--- config.mk ---
export PLATFORM = sky130hd
export DESIGN_NAME = acr_host
export DESIGN_NICKNAME = d
export VERILOG_FILES = /design/src/hw/acr_host.v /design/src/hw/acr_sync.v
export VERILOG_INCLUDE_DIRS = /design/src /design/src/shared
export SDC_FILE = /design/constraint.sdc
export NUM_CORES = 1
export LEC_CHECK = 0
export BUFFER_PORTS_ARGS = -buffer_cell sky130_fd_sc_hd__buf_2
export CAP_MARGIN = 5
export CELL_PAD_IN_SITES_DETAIL_PLACEMENT = 0
export CELL_PAD_IN_SITES_GLOBAL_PLACEMENT = 1
export CORE_MARGIN = 2
export CORE_UTILIZATION = 38
export DETAILED_ROUTE_END_ITERATION = 7
export PLACE_DENSITY_LB_ADDON = 0.1
export SYNTH_ARGS = -nofsm -noshare
export SYNTH_HDL_FRONTEND = slang
export SYNTH_SLANG_ARGS = --single-unit
--- constraint.sdc ---
create_clock -name clk_in -period 1.6 [get_ports clk_in]
set_input_delay 0.24 -clock clk_in [delete_from_list [all_inputs] [get_ports clk_in]]
set_output_delay 0.24 -clock clk_in [all_outputs]
set_load 0.01 [all_outputs]
--- src/shared/acr_defs.vh ---
`ifndef ACR_DEFS_VH
`define ACR_DEFS_VH

// ----------------------------------------
// Clock and timing
// ----------------------------------------
`define ACR_CLK_PERIOD_NS 10
// Settle time after a read in high-speed mode
`define ACR_READ_SETTLE_NS 30
`define ACR_READ_SETTLE_CYC \
    ((`ACR_READ_SETTLE_NS + `ACR_CLK_PERIOD_NS - 1) / `ACR_CLK_PERIOD_NS)
// Latest strobe sample point after the convert falling edge
`define ACR_SAMPLE_MAX_NS 530
`define ACR_SAMPLE_MAX_CYC \
    ((`ACR_SAMPLE_MAX_NS + `ACR_CLK_PERIOD_NS - 1) / `ACR_CLK_PERIOD_NS)
// Longest end-of-conversion low pulse
`define ACR_EOC_MAX_NS 110
`define ACR_EOC_MAX_CYC (`ACR_EOC_MAX_NS / `ACR_CLK_PERIOD_NS)
// Strobe low width and read strobe low width (host choices)
`define ACR_CONV_LOW_CYC 4'h3
`define ACR_READ_LOW_CYC 4'h3
// Wait beyond the longest sample point, in power-down mode
`define ACR_PD_HOLD_CYC 7'h37
// Timeout waiting for end of conversion
`define ACR_EOC_TIMEOUT_CYC 7'h64

// ----------------------------------------
// Widths and reset values
// ----------------------------------------
`define ACR_DATA_W 8
`define ACR_CHAN_W 3
`define ACR_CHAN_RESET 3'h0
`define ACR_CNT_W 7

`endif

--- src/hw/acr_host.v ---
`timescale 1ns/1ps
`default_nettype none
`include "acr_defs.vh"

// Summary of operation
// - High-speed: raise strobe before EOC falls
// - Wait 30 ns after read before converting
// - Power-down: hold strobe low past 530 ns sample
// - Chip select may stay low always; here it goes low only together with read
// - EOC may drive chip select and read
// - EOC usable as edge interrupt
// - Low address bits pick channel per access
module acr_host (
    input wire clk_in,
    input wire reset_in,
    // User side
    input wire start_in,
    input wire power_down_mode_in,
    input wire [`ACR_CHAN_W-1:0] next_channel_in,
    output reg busy_out,
    output reg result_valid_out,
    output reg [`ACR_DATA_W-1:0] result_out,
    output reg timeout_out,
    // Device pins
    input wire end_of_conv_n_in,
    input wire [`ACR_DATA_W-1:0] data_in,
    output reg convert_strobe_n_out,
    output reg chip_select_n_out,
    output reg read_n_out,
    output reg channel_addr_bit2_out,
    output reg channel_addr_bit1_out,
    output reg channel_addr_bit0_out
);

// ----------------------------------------
// States
// ----------------------------------------
localparam ST_IDLE = 3'h0;
localparam ST_CONV_LOW = 3'h1;
localparam ST_WAIT_EOC = 3'h2;
localparam ST_PD_HOLD = 3'h3;
localparam ST_READ_LOW = 3'h4;
localparam ST_SETTLE = 3'h5;

// ----------------------------------------
// Registers
// ----------------------------------------
// One counter serves every timed state; cleared on entry to each timed state
reg [2:0] state;
reg [`ACR_CNT_W-1:0] count;
reg pd_mode;
reg [`ACR_CHAN_W-1:0] channel;
reg eoc_seen;
reg [`ACR_DATA_W-1:0] data_s1;
reg [`ACR_DATA_W-1:0] data_s2;
wire eoc_n_sync;

// ----------------------------------------
// Pin synchronisers
// ----------------------------------------
// End of conversion idles high, so the synchroniser resets high too
acr_sync u_eoc_sync (
    .clk_in(clk_in),
    .reset_in(reset_in),
    .async_in(end_of_conv_n_in),
    .reset_value_in(1'b1),
    .sync_out(eoc_n_sync)
);

// ----------------------------------------
// Read data capture
// ----------------------------------------
// Data is only meaningful while read is low; sampled mid-strobe, two cycles after read falls
always @(posedge clk_in) begin
    if (reset_in) begin
        data_s1 <= {`ACR_DATA_W{1'b0}};
        data_s2 <= {`ACR_DATA_W{1'b0}};
    end else begin
        data_s1 <= data_in;
        data_s2 <= data_s1;
    end
end

// ----------------------------------------
// Helpers
// ----------------------------------------
// Strobe and read phases are short; only the low nibble takes part
function phase_done;
    input [`ACR_CNT_W-1:0] value;
    input [3:0] target;
    begin
        phase_done = (value[3:0] == target);
    end
endfunction

// Cuts a reckoned cycle count to the counter's width
function [`ACR_CNT_W-1:0] cyc;
    input [31:0] value;
    begin
        cyc = value[`ACR_CNT_W-1:0];
    end
endfunction

// ----------------------------------------
// Sequencer
// ----------------------------------------
always @(posedge clk_in) begin
    if (reset_in) begin
        state <= ST_IDLE;
        count <= {`ACR_CNT_W{1'b0}};
        pd_mode <= 1'b0;
        channel <= `ACR_CHAN_RESET;
        eoc_seen <= 1'b0;
        busy_out <= 1'b0;
        result_valid_out <= 1'b0;
        result_out <= {`ACR_DATA_W{1'b0}};
        timeout_out <= 1'b0;
        convert_strobe_n_out <= 1'b1;
        chip_select_n_out <= 1'b1;
        read_n_out <= 1'b1;
        channel_addr_bit2_out <= 1'b0;
        channel_addr_bit1_out <= 1'b0;
        channel_addr_bit0_out <= 1'b0;
    end else begin
        result_valid_out <= 1'b0;
        case (state)
        ST_IDLE: begin
            timeout_out <= 1'b0;
            // Mode and channel are frozen for the whole transfer
            if (start_in) begin
                pd_mode <= power_down_mode_in;
                channel <= next_channel_in;
                convert_strobe_n_out <= 1'b0;
                busy_out <= 1'b1;
                eoc_seen <= 1'b0;
                count <= {`ACR_CNT_W{1'b0}};
                state <= ST_CONV_LOW;
            end
        end
        ST_CONV_LOW: begin
            count <= count + 1'b1;
            if (phase_done(count, `ACR_CONV_LOW_CYC)) begin
                // High speed releases early so the device stays up
                if (!pd_mode) begin
                    convert_strobe_n_out <= 1'b1;
                end
                count <= {`ACR_CNT_W{1'b0}};
                state <= pd_mode ? ST_PD_HOLD : ST_WAIT_EOC;
            end
        end
        ST_PD_HOLD: begin
            // Strobe kept low past the device's sample point
            count <= count + 1'b1;
            if (!eoc_n_sync) begin
                eoc_seen <= 1'b1;
            end
            if (count == `ACR_PD_HOLD_CYC) begin
                count <= {`ACR_CNT_W{1'b0}};
                state <= ST_WAIT_EOC;
            end
        end
        ST_WAIT_EOC: begin
            count <= count + 1'b1;
            // A pulse seen during the hold is remembered, so a read
            // still follows once the pulse itself has ended
            if (!eoc_n_sync || eoc_seen) begin
                // Read even if powered down; pulse may be over
                chip_select_n_out <= 1'b0;
                read_n_out <= 1'b0;
                channel_addr_bit2_out <= channel[2];
                channel_addr_bit1_out <= channel[1];
                channel_addr_bit0_out <= channel[0];
                count <= {`ACR_CNT_W{1'b0}};
                state <= ST_READ_LOW;
            end else if (count == `ACR_EOC_TIMEOUT_CYC) begin
                // Abandoned conversion: a late pulse from the device
                // is ignored and its result is lost
                timeout_out <= 1'b1;
                convert_strobe_n_out <= 1'b1;
                busy_out <= 1'b0;
                state <= ST_IDLE;
            end
        end
        ST_READ_LOW: begin
            count <= count + 1'b1;
            if (phase_done(count, `ACR_READ_LOW_CYC)) begin
                result_out <= data_s2;
                result_valid_out <= 1'b1;
                read_n_out <= 1'b1;
                chip_select_n_out <= 1'b1;
                // Rising strobe wakes a powered-down device
                convert_strobe_n_out <= 1'b1;
                count <= {`ACR_CNT_W{1'b0}};
                state <= ST_SETTLE;
            end
        end
        ST_SETTLE: begin
            // Settle time runs from the rise of the read strobe
            count <= count + 1'b1;
            if (count >= cyc(`ACR_READ_SETTLE_CYC)) begin
                busy_out <= 1'b0;
                state <= ST_IDLE;
            end
        end
        default: begin
            state <= ST_IDLE;
        end
        endcase
    end
end

endmodule

`default_nettype wire

--- src/hw/acr_sync.v ---
`timescale 1ns/1ps
`default_nettype none

// ----------------------------------------
// Two-stage synchroniser, one bit
// ----------------------------------------
module acr_sync (
    input wire clk_in,
    input wire reset_in,
    input wire async_in,
    input wire reset_value_in,
    output reg sync_out
);

reg stage1;

always @(posedge clk_in) begin
    if (reset_in) begin
        stage1 <= reset_value_in;
        sync_out <= reset_value_in;
    end else begin
        stage1 <= async_in;
        sync_out <= stage1;
    end
end

endmodule

`default_nettype wire

==> results.md, run 1 <==
- Area grow syn2layout: 24.8%
- DP HPWL: approximately 3.0 mm
- XOR/XNOR Fraction of Synth Area: approximately 2.1%
- Initial drt markers: ~130
- Switching part of the total power: a little under a quarter
- Hold Buf Count CTS: 0
- TritonCTS Buffers: 5
- Worst Path Max Fanout: 3
- Total power draw: roughly 2400 µW
- Clk pwr share: a little under two fifths
- Core Box Area: between 5000 and 6000 µm²
- Register area share after synthesis: a little under half
- Worst hold start: end_of_conv_n_in
- Grt ovf: 0
- Synth Area in Compound Gates: around 11%
- Final setup vio count: 0
- Crit end category: register
- CTS Buffer Depth: 2
- Max_slew headroom: between 60% and 70%
- Status: completed
- Final Net Count: about 270
- Top cells by area, synth: dfxtp_1 (48%), mux2i_1 (6.8%), nor2b_1 (5.8%), nor2_1 (5.5%), buf_2 (2.0%)
- Starting density of the core: 39.8%
- Yosys warnings: 0
- Comb pwr share: about 8.6%
- First-pass GRT wire length: roughly 7 mm
- Die Area: around 6000 µm²
- CTS tree: built
- Drt pass-1 iters: 4
- Share of layout cells above drive strength 1: 32.9%
- Synth cell types: 48
- DRC viols: 0
- Fillers: between 500 and 600
- Die H: 77.4 µm
- Area of placed instances: ~2400 µm²
- CP Launch Type: register
- Final Non-Filler Cells: 325
- Final period utilization: between 90% and 100%
- Die Span X: about 77 µm
- Net count after synthesis: around 230
- # rows: 26
- Final instance area: between 2000 and 3000 µm²
- Most common library cell in the layout ignoring fill and taps: dfxtp_1
- Reg2reg path depth: 6
- Post-synthesis mux area share: 6.85%
- Final Critical Period: approximately 1500 ps
- Data required, critical path: 1800 ps
- Flops & latches, synth: 49
- Worst Hold Depth: 2
- Dpl cells: roughly 320
- IO Pins: 33
- Syn Inst Count: ~210
- Largest net degree at the start of global routing: 32
- Most frequent cells in the layout: dfxtp_1 (44), buf_2 (32), nor2_1 (30)
- Routed vias: about 1600
- Fmax: ~0.65 GHz
- Synth Area in Adders: under 10%
- Min-Delay Path Class: input pin to register
- Tot GR Track Use: between 10% and 20%
- Total clock sinks: a little under 50
- Initial antenna violation count: 0
- Synthesized area per cell: between 9 and 10 µm²
- RSZ-0062 raised after global routing: no
- Peak VDD IR: 0.535 mV
- Reg2reg start: count[0]
- Max-slew violations: 0
- Yosys top cell by area: dfxtp_1
- Clock-pin slew on the worst setup and hold paths: approximately 100 ps
- Worst-Margin Slew: about 560 ps
- Final hold vios: 0
- Synthesized area: about 2000 µm²
- I/O Buffers: 32
- Synth top area share: a little under half
- H-tree depth: 2
- Largest family of logic cells by synthesized area: simple AND/OR/NAND/NOR gates
- Total Wirelength: between 4 and 5 mm
- Clock skew: between 6 and 7 ps
- Crit path kind: register to register
- Vias/cell: roughly 4.9
- LEAKAGE: roughly 0.0011 µW
- Reg power frac: between 50% and 60%
- Routability congestion estimate: ~0.84
- Synth Area in Simple Gates: between 20% and 30%
- WL per Instance: approximately 13 µm
- Sw Pwr: 570 µW
- Clock Latency Late Sink: approximately 300 ps
- Ant diodes: 0
- MaxCap Viol Count: 0
- Root Buffer: clkbuf_8
- Internal cell power: ~1800 µW
- Pwr dens: approximately 940 nW/µm²
- Number of global-route vias before repair: about 1500
- Setup crit start: count[0]
- Data arrival, critical path: 1730 ps
- Final antenna-violating net count: 0
==> cell families (layout without fill, tap and decap cells) <==
group                      Yosys count  count (layout)
and+or+nand+nor                     89              89
DFF                                 49              49
AOI/OAI and AO/OA                   28              28
buffers and inverters               22              68
muxes                               14              14
xor gates and xnor gates             5               5
adders and majority gates            2               2
==> worst paths after layout <==
check | to | slack [ps]
max | convert_strobe_n_out | 70
min reg2reg | u_eoc_sync.sync_out | 410
min | u_eoc_sync.stage1 | 120
max reg2reg | convert_strobe_n_out | 70
==> critical path, stage by stage, from the launching register on <==
cell and delay (ps):
dfxtp_4 380, inv_2 40, ha_1 190, nand4_1 110, nor4_2 90, a221o_1 300
a221o_1 320
==> cell type report <==
class | instances | area, µm² | area share (%)
clock buffer | 5 | 68.8 | 2.69
clock inverter | 3 | 47.5 | 1.86
inverter | 6 | 22.5 | 0.881
multi-input combinational | 138 | 996 | 39.0
sequential | 49 | 995 | 38.9
tap | 70 | 87.6 | 3.43
timing repair buffer | 54 | 338 | 13.2
==> synth_stat cells, drive strengths merged <==
library cell and n:
inv 6, o31ai 1, nand3 5, nand4bb 1, dfxtp 49, nor4b 1, a21oi 7, nor3 3
and3b 2, nor2 31, or4 1, o2bb2ai 1, a221o 2, a211o 2, a2111oi 1, nand4 4
nand2b 2, xor2 4, a31o 1, o21ai 3, nor4 2, a211oi 1, clkbuf 5, a21o 1
or2 3, ha 2, o311ai 4, a31oi 1, nand3b 1, o41ai 1, xnor2 1, nor3b 3
a2bb2oi 1, and2 2, buf 11, nand2 5, nor2b 19, o21bai 1, and4 3, or3b 1
mux2i 14
==> power by group through the flow <==
| stage | logic, µW | clock network, µW | registers [µW] |
|---|---|---|---|
| global placement | 202 | 0 | 1310 |
| CTS | 207 | 945 | 1290 |
| global route | 231 | 1010 | 1290 |
| finish | 208 | 917 | 1280 |
| floorplan | 148 | 0 | 1300 |
| detailed placement | 205 | 0 | 1310 |
==> per-layer routing <==
metal | track usage [%] | wire [µm]
met5 | 0 | 0
met4 | 6.43 | 61
met3 | 3.02 | 166
met2 | 23.0 | 1970
met1 | 20.3 | 2020
==> flip-flops by register name, indices dropped and copies added (netlist names), 3 cells and up <==
register,flops
data_s2,8
state,3
channel,3
result_out,8
data_s1,8
count,7
==> timing repair <==
| action | 4_1_cts | 5_1_grt |
|---|---|---|
| pin swaps | 2 | 6 |
| buffers inserted | 0 | 0 |
| setup endpoints to repair | 14 | 20 |
| resized for setup | 7 | 11 |
==> through the flow <==
stage	utilization, %	hold slack [ps]	setup TNS (ps)	setup slack [ps]
3_5_place_dp	46.5	398	-295	-53.2
5_1_grt	49.7	103	0	2.51
2_1_floorplan	-	344	0	43.8
3_3_place_gp	46.5	393	-15.9	-6.42
4_1_cts	49.2	107	0	3.01
6_report	49.7	117	0	66.8
(Power assumes the default switching activity.)
==> run 2: changes to the inputs <==
--- a/config.mk
+++ b/config.mk
@@ -11,7 +11,7 @@
 export CELL_PAD_IN_SITES_DETAIL_PLACEMENT = 0
 export CELL_PAD_IN_SITES_GLOBAL_PLACEMENT = 1
 export CORE_MARGIN = 2
-export CORE_UTILIZATION = 38
+export CORE_UTILIZATION = 46
 export DETAILED_ROUTE_END_ITERATION = 7
 export PLACE_DENSITY_LB_ADDON = 0.1
 export SYNTH_ARGS = -nofsm -noshare
==> constraint.sdc (replaced) <==
create_clock -name clk_in -period 1.9 [get_ports clk_in]
set_input_delay 0.285 -clock clk_in [delete_from_list [all_inputs] [get_ports clk_in]]
set_output_delay 0.285 -clock clk_in [all_outputs]
set_load 0.01 [all_outputs]
==> run 2 against run 1 <==
Worst setup slack better by 120 ps. Fmax shrank 11%. Non-clock buffer count down 16. Cell count decreased by 10%.
==> results.md, run 2 (synthesized netlist as in run 1, its figures left out) <==
- Status: completed (unchanged)
- IO Pins: 33 (unchanged)
- Max_slew headroom: 59.4% (was 62.7%)
- Data arrival, critical path: 1890 ps (was 1730 ps)
- # rows: 24 (was 26)
- WL per Instance: 12.6 µm (was 13.0 µm)
- Clock skew: 16.6 ps (was 6.80 ps)
- Crit end category: register (unchanged)
- Drt pass-1 iters: 4 (unchanged)
- CP Launch Type: register (unchanged)
- Die Area: 5000 µm² (was 5990 µm²)
- Hold Buf Count CTS: 0 (unchanged)
- Data required, critical path: 2080 ps (was 1800 ps)
- Internal cell power: 1390 µW (was 1840 µW)
- H-tree depth: 2 (unchanged)
- Comb pwr share: 8.3% (was 8.6%)
- Initial drt markers: 75 (was 125)
- Total Wirelength: 3.67 mm (was 4.21 mm)
- Most frequent cells in the layout: dfxtp_1 (48), buf_2 (32), nor2_1 (30) (was dfxtp_1 (44), buf_2 (32), nor2_1 (30))
- Most common library cell in the layout ignoring fill and taps: dfxtp_1 (unchanged)
- Fmax: 0.582 GHz (was 0.652 GHz)
- Total negative slack: 0 ps (unchanged)
- Total clock sinks: 49 (unchanged)
- Worst Path Max Fanout: 7 (was 3)
- Core Box Area: 4320 µm² (was 5140 µm²)
- First-pass GRT wire length: 6.30 mm (was 7.20 mm)
- Reg power frac: 59.6% (was 53.3%)
- Routability congestion estimate: 0.834 (was 0.836)
- LEAKAGE: 0.00103 µW (was 0.00114 µW)
- Sw Pwr: 423 µW (was 570 µW)
- Clock-pin slew on the worst setup and hold paths: 80 ps (was 100 ps)
- Tot GR Track Use: 15.4% (was 14.9%)
- Final hold vios: 0 (unchanged)
- Crit path kind: register to register (unchanged)
- CTS tree: built (unchanged)
- Grt ovf: 0 (unchanged)
- RSZ-0062 raised after global routing: no (unchanged)
- DRC viols: 0 (unchanged)
- Pwr dens: 784 nW/µm² (was 943 nW/µm²)
- Number of global-route vias before repair: 1451 (was 1524)
- Max-slew violations: 0 (unchanged)
- Die Span X: 70.7 µm (was 77.4 µm)
- Share of layout cells above drive strength 1: 23.8% (was 32.9%)
- Initial antenna violation count: 0 (unchanged)
- Die H: 70.7 µm (was 77.4 µm)
- Root Buffer: clkbuf_8 (unchanged)
- Final Util: 53.6% (was 49.7%)
- Top Registers: data_s1 x8, data_s2 x8, result_out x8 (unchanged)
- Peak VDD IR: 0.521 mV (was 0.535 mV)
- Post-CTS Setup Bufs: 0 (unchanged)
- Ant diodes: 0 (unchanged)
- Final period utilization: 90.4% (was 95.8%)
- MaxCap Viol Count: 0 (unchanged)
- Final Net Count: 256 (was 272)
- Routed vias: 1511 (was 1589)
- Largest net degree at the start of global routing: 39 (was 32)
- Final setup vio count: 0 (unchanged)
- Clk pwr share: 32.1% (was 38.1%)
- Area grow syn2layout: 13.2% (was 24.8%)
- Clock Latency Late Sink: 290 ps (was 300 ps)
- Min-Delay Path Class: input pin to register (unchanged)
- TritonCTS Buffers: 5 (unchanged)
- Vias/cell: 5.19 (was 4.89)
- Worst-Margin Slew: 609 ps (was 560 ps)
- Switching part of the total power: 23.3% (was 23.7%)
- I/O Buffers: 32 (unchanged)
- Starting density of the core: 47.3% (was 39.8%)
- Final Critical Period: 1720 ps (was 1530 ps)
- Final antenna-violating net count: 0 (unchanged)
- CTS Buffer Depth: 2 (unchanged)
- DP HPWL: 2.69 mm (was 3.01 mm)
## run 2: layer usage
| layer | track usage, % | vias to the layer above | routed length, µm |
|---|---|---|---|
| li1 | - | 774 | - |
| met1 | 19.2 | 699 | 1620 |
| met2 | 27.0 | 34 | 1840 |
| met3 | 3.13 | 4 | 166 |
| met4 | 4.82 | 0 | 38 |
| met5 | 0 | - | 0 |
## run 2: path summary, 6_finish.rpt
| check | end | slack [ps] | cells past startpoint | start |
|---|---|---|---|---|
| worst min register to register | u_eoc_sync.sync_out | 400 | 1 | u_eoc_sync.stage1 |
| worst min-delay path | u_eoc_sync.stage1 | 180 | 2 | end_of_conv_n_in |
| worst max register to register | count[6] | 180 | 6 | count[1] |
| worst max-delay path | count[6] | 180 | 6 | count[1] |
## run 2: power groups by stage
stage / clock network, µW / logic (µW) / registers (µW)
after CTS: 614 / 154 / 1080
after detailed placement: 0 / 153 / 1110
after floorplan: 0 / 125 / 1100
after global placement: 0 / 151 / 1110
after global routing: 648 / 170 / 1090
final: 583 / 152 / 1080
## run 2: final cells by class
class,instances,area (µm²)
well taps,52,65.1
flip-flops and latches,49,982
multi-input cells,138,955
repair buffers,38,205
inverters,6,22.5
fillers,426,2010
clock inverters,2,15.0
clock buffers,6,72.6
## run 2: per-stage QoR
| stage | hold slack (ps) | cell area, µm² | instances | total power [µW] | setup WS (ps) |
|---|---|---|---|---|---|
| 2_1_floorplan | 389 | 2050 | 209 | 1220 | 344 |
| 3_3_place_gp | 395 | 2230 | 283 | 1260 | 219 |
| 3_5_place_dp | 393 | 2230 | 283 | 1260 | 171 |
| 4_1_cts | 167 | 2320 | 291 | 1850 | 161 |
| 5_1_grt | 182 | 2320 | 291 | 1910 | 22.4 |
| 6_report | 179 | 2320 | 291 | 1820 | 182 |
## run 2: worst max-delay path, stage by stage (launching register included)
cell and delay, ps:
dfxtp_1 390, ha_1 290, nor3b_2 250, buf_4 170, o2bb2ai_1 160, a31o_2 270
nor2_1 70
## run 2: what timing repair did
| item | CTS | global route |
|---|---|---|
| hold endpoints to repair | 0 | 0 |
| gates resized for setup | 0 | 1 |
| setup endpoints to repair | 0 | 2 |
==> run 3: changes to the inputs <==
--- a/config.mk
+++ b/config.mk
@@ -6,12 +6,13 @@
 export SDC_FILE = /design/constraint.sdc
 export NUM_CORES = 1
 export LEC_CHECK = 0
+export ABC_AREA = 1
 export BUFFER_PORTS_ARGS = -buffer_cell sky130_fd_sc_hd__buf_2
 export CAP_MARGIN = 5
 export CELL_PAD_IN_SITES_DETAIL_PLACEMENT = 0
 export CELL_PAD_IN_SITES_GLOBAL_PLACEMENT = 1
 export CORE_MARGIN = 2
-export CORE_UTILIZATION = 46
+export CORE_UTILIZATION = 43
 export DETAILED_ROUTE_END_ITERATION = 7
 export PLACE_DENSITY_LB_ADDON = 0.1
 export SYNTH_ARGS = -nofsm -noshare
==> run 3 against run 2 <==
Non-clock buffer count shrank 4. Cell count grew 26%. Core utilization shrank 3.2 points. Via count grew 10%. Clock-buffer cell count shrank 1. Fmax grew 14%. Critical endpoint is now count[3].
==> results.md, run 3 <==
- Crit path cell chain: ha_1, nand2_1, nor2_1, nand2_1, nand2_2, nand3_2, o21ai_4, nor2_1 (was ha_1, nor3b_2, buf_4, o2bb2ai_1, a31o_2, nor2_1)
- Root Buffer: clkbuf_8 (unchanged)
- Final Non-Filler Cells: 366 (was 291)
- Hold Buf Count CTS: 0 (unchanged)
- MaxCap Viol Count: 0 (unchanged)
- WHS Endpoint: u_eoc_sync.stage1 (unchanged)
- Flops & latches, synth: 49 (unchanged)
- Setup crit start: count[0] (was count[1])
- Max-slew violations: 0 (unchanged)
- Total clock sinks: 49 (unchanged)
- Syn Inst Count: 277 (was 209)
- Worst path max stage delay: 380 ps (was 390 ps)
- Most frequent cells in the layout: nor2_1 (69), dfxtp_1 (49), nand2_1 (44) (was dfxtp_1 (48), buf_2 (32), nor2_1 (30))
- Synthesized area: 2070 µm² (was 2050 µm²)
- Data arrival, critical path: 1720 ps (was 1890 ps)
- EDFF count, synth: 0 (unchanged)
- Met1 GRT Util: 22.1% (was 19.2%)
- RSZ-0062 raised after global routing: no (unchanged)
- Dpl cells: 358 (was 283)
- Register area share after synthesis: 47.4% (was 47.9%)
- Initial antenna violation count: 0 (unchanged)
- RR Endpoint: count[3] (was count[6])
- Slowest stage cell, crit path: dfxtp_1 (unchanged)
- Die Area: 5390 µm² (was 5000 µm²)
- Grt met3 use: 5.90% (was 3.13%)
- Die Span X: 73.4 µm (was 70.7 µm)
- Synth top area share: 47.4% (was 47.9%)
- Total power draw: 2850 µW (was 1820 µW)
- Pwr dens: 1210 nW/µm² (was 784 nW/µm²)
- Vias/cell: 4.55 (was 5.19)
- Net count after synthesis: 295 (was 227)
- CTS Buffer Depth: 2 (unchanged)
- Peak VDD IR: 0.472 mV (was 0.521 mV)
- Tot GR Track Use: 16.9% (was 15.4%)
- Number of global-route vias before repair: 1526 (was 1451)
- Routability congestion estimate: 0.762 (was 0.834)
- Synth cell types: 30 (was 48)
- Starting density of the core: 44.1% (was 47.3%)
- Top Registers: data_s1 x8, data_s2 x8, result_out x8 (unchanged)
- Clock Latency Late Sink: 310 ps (was 290 ps)
- Worst Hold Depth: 2 (unchanged)
- Crit path kind: register to register (unchanged)
- Reg2reg start: count[0] (was count[1])
- Final Net Count: 329 (was 256)
- I/O Buffers: 32 (unchanged)
- Final antenna-violating net count: 0 (unchanged)
- Total negative slack: 0 ps (unchanged)
- Worst hold start: end_of_conv_n_in (unchanged)
- Min-Delay Path Class: input pin to register (unchanged)
- # rows: 25 (was 24)
- Grt ovf: 0 (unchanged)
- First-pass GRT wire length: 6.96 mm (was 6.30 mm)
- Fillers: 478 (was 426)
- Most common library cell in the layout ignoring fill and taps: nor2_1 (was dfxtp_1)
- CP Launch Type: register (unchanged)
- Multi-input gate area: 885 µm² (was 955 µm²)
- Drt pass-1 iters: 4 (unchanged)
- Clock skew: 4.03 ps (was 16.6 ps)
- Final setup vio count: 0 (unchanged)
- Synth Flop Type: dfxtp_1 (unchanged)
- Final period utilization: 79.6% (was 90.4%)
- DP HPWL: 2.84 mm (was 2.69 mm)
- Ant diodes: 0 (unchanged)
- Crit end category: register (unchanged)
- Area of placed instances: 2270 µm² (was 2230 µm²)
- Synthesized area per cell: 7.48 µm² (was 9.79 µm²)
- Area grow syn2layout: 14.1% (was 13.2%)
- Initial drt markers: 61 (was 75)
- Yosys top cell by area: dfxtp_1 (unchanged)
- Data required, critical path: 2100 ps (was 2080 ps)
- Post-CTS Setup Bufs: 0 (unchanged)
- Final instance area: 2360 µm² (was 2320 µm²)
- Met2 usage: 26.3% (was 27.0%)
- Final setup margin: 388 ps (was 182 ps)
- Top-count cell post-synth: nor2_1 (was dfxtp_1)
- Status: completed (unchanged)
- Core Box Area: 4690 µm² (was 4320 µm²)
- Top cells by area, synth: dfxtp_1 (47%), nor2_1 (13%), nand2_1 (8.0%), inv_1 (6.5%), o21ai_0 (3.9%) (was dfxtp_1 (48%), mux2i_1 (6.8%), nor2b_1 (5.8%), nor2_1 (5.5%), buf_2 (2.0%))
- Die H: 73.4 µm (was 70.7 µm)
- Max_slew headroom: 79.5% (was 59.4%)
- Share of layout cells above drive strength 1: 22.1% (was 23.8%)
- Worst-Margin Slew: 306 ps (was 609 ps)
- Dpl ws: 387 ps (was 171 ps)
- Final Critical Period: 1510 ps (was 1720 ps)
- # resized after CTS: 0 (unchanged)
- Final hold vios: 0 (unchanged)
- Reg2reg path depth: 8 (was 6)
- Yosys warnings: 0 (unchanged)
- Fmax: 0.661 GHz (was 0.582 GHz)
- CTS tree: built (unchanged)
- Synth cell count leaders: nor2_1 (69), dfxtp_1 (49), nand2_1 (44) (was dfxtp_1 (49), nor2_1 (30), nor2b_1 (19))
- TritonCTS Buffers: 5 (unchanged)
- Asr flop ratio synth: 0% (unchanged)
- Worst Path Max Fanout: 6 (was 7)
- DRC viols: 0 (unchanged)
- LEAKAGE: 0.00117 µW (was 0.00103 µW)
- Sequential cell area: 981 µm² (was 982 µm²)
- GRT busiest layer: met2 (unchanged)
- H-tree depth: 2 (unchanged)
- Routed vias: 1666 (was 1511)
- Largest net degree at the start of global routing: 22 (was 39)
- Total Wirelength: 3.92 mm (was 3.67 mm)
- Flop-to-flop setup slack: 390 ps (was 180 ps)
- IO Pins: 33 (unchanged)
- WL per Instance: 10.7 µm (was 12.6 µm)
- Clock-pin slew on the worst setup and hold paths: 90 ps (was 80 ps)
[run 3: cells by family (layout without fill, tap and decap cells)]
family | after synthesis | after routing | share of synthesized area (%)
AOI/OAI and AO/OA | 28 | 28 | 7.67
xor gates and xnor gates | 2 | 2 | 0.846
adders and majority gates | 2 | 2 | 1.21
buffers and inverters | 48 | 83 | 9.91
DFF | 49 | 49 | 47.4
and+or+nand+nor | 148 | 148 | 33.0
[run 3: stage by stage]
stage	hold slack (ps)	util (%)
floorplan	364	-
global placement	389	48.3
detailed placement	393	48.3
CTS	149	50.3
global route	154	50.3
finish	165	50.3
[run 3: critical path, delay by kind of cell (launching register included)]
kind / cells / cell delay [ps]
compound gates: 1 / 220
fa+ha+maj: 1 / 220
flops: 1 / 380
simple gates: 6 / 580
[run 3: metal layers]
| metal | routed length (µm) | share of wire (%) |
|---|---|---|
| met1 | 1940 | 49 |
| met2 | 1770 | 45 |
| met3 | 177 | 4.5 |
| met4 | 38 | 0.97 |
| met5 | 0 | 0 |
[run 3: how the worst max path moves through the flow]
| stage | cells past startpoint | slack, ps | end |
|---|---|---|---|
| global placement | 8 | 450 | count[3] |
| CTS | 8 | 370 | count[3] |
| detailed placement | 8 | 390 | count[3] |
| floorplan | 8 | 560 | count[3] |
| finish | 8 | 390 | count[3] |
| global route | 8 | 200 | count[3] |
[run 3: layout make-up]
cell class | instances | share of cell area (%)
clock inverter | 3 | 1.11
clock buffer | 5 | 2.91
tap | 54 | 2.86
sequential | 49 | 41.5
timing repair buffer | 34 | 7.42
multi-input combinational | 180 | 37.4
inverter | 41 | 6.73
[run 3: power breakdown]
group / total (µW) / switching [µW] / internal, µW
Combinational: 983 / 637 / 346
Sequential: 1230 / 96.1 / 1130
Clock: 643 / 375 / 268
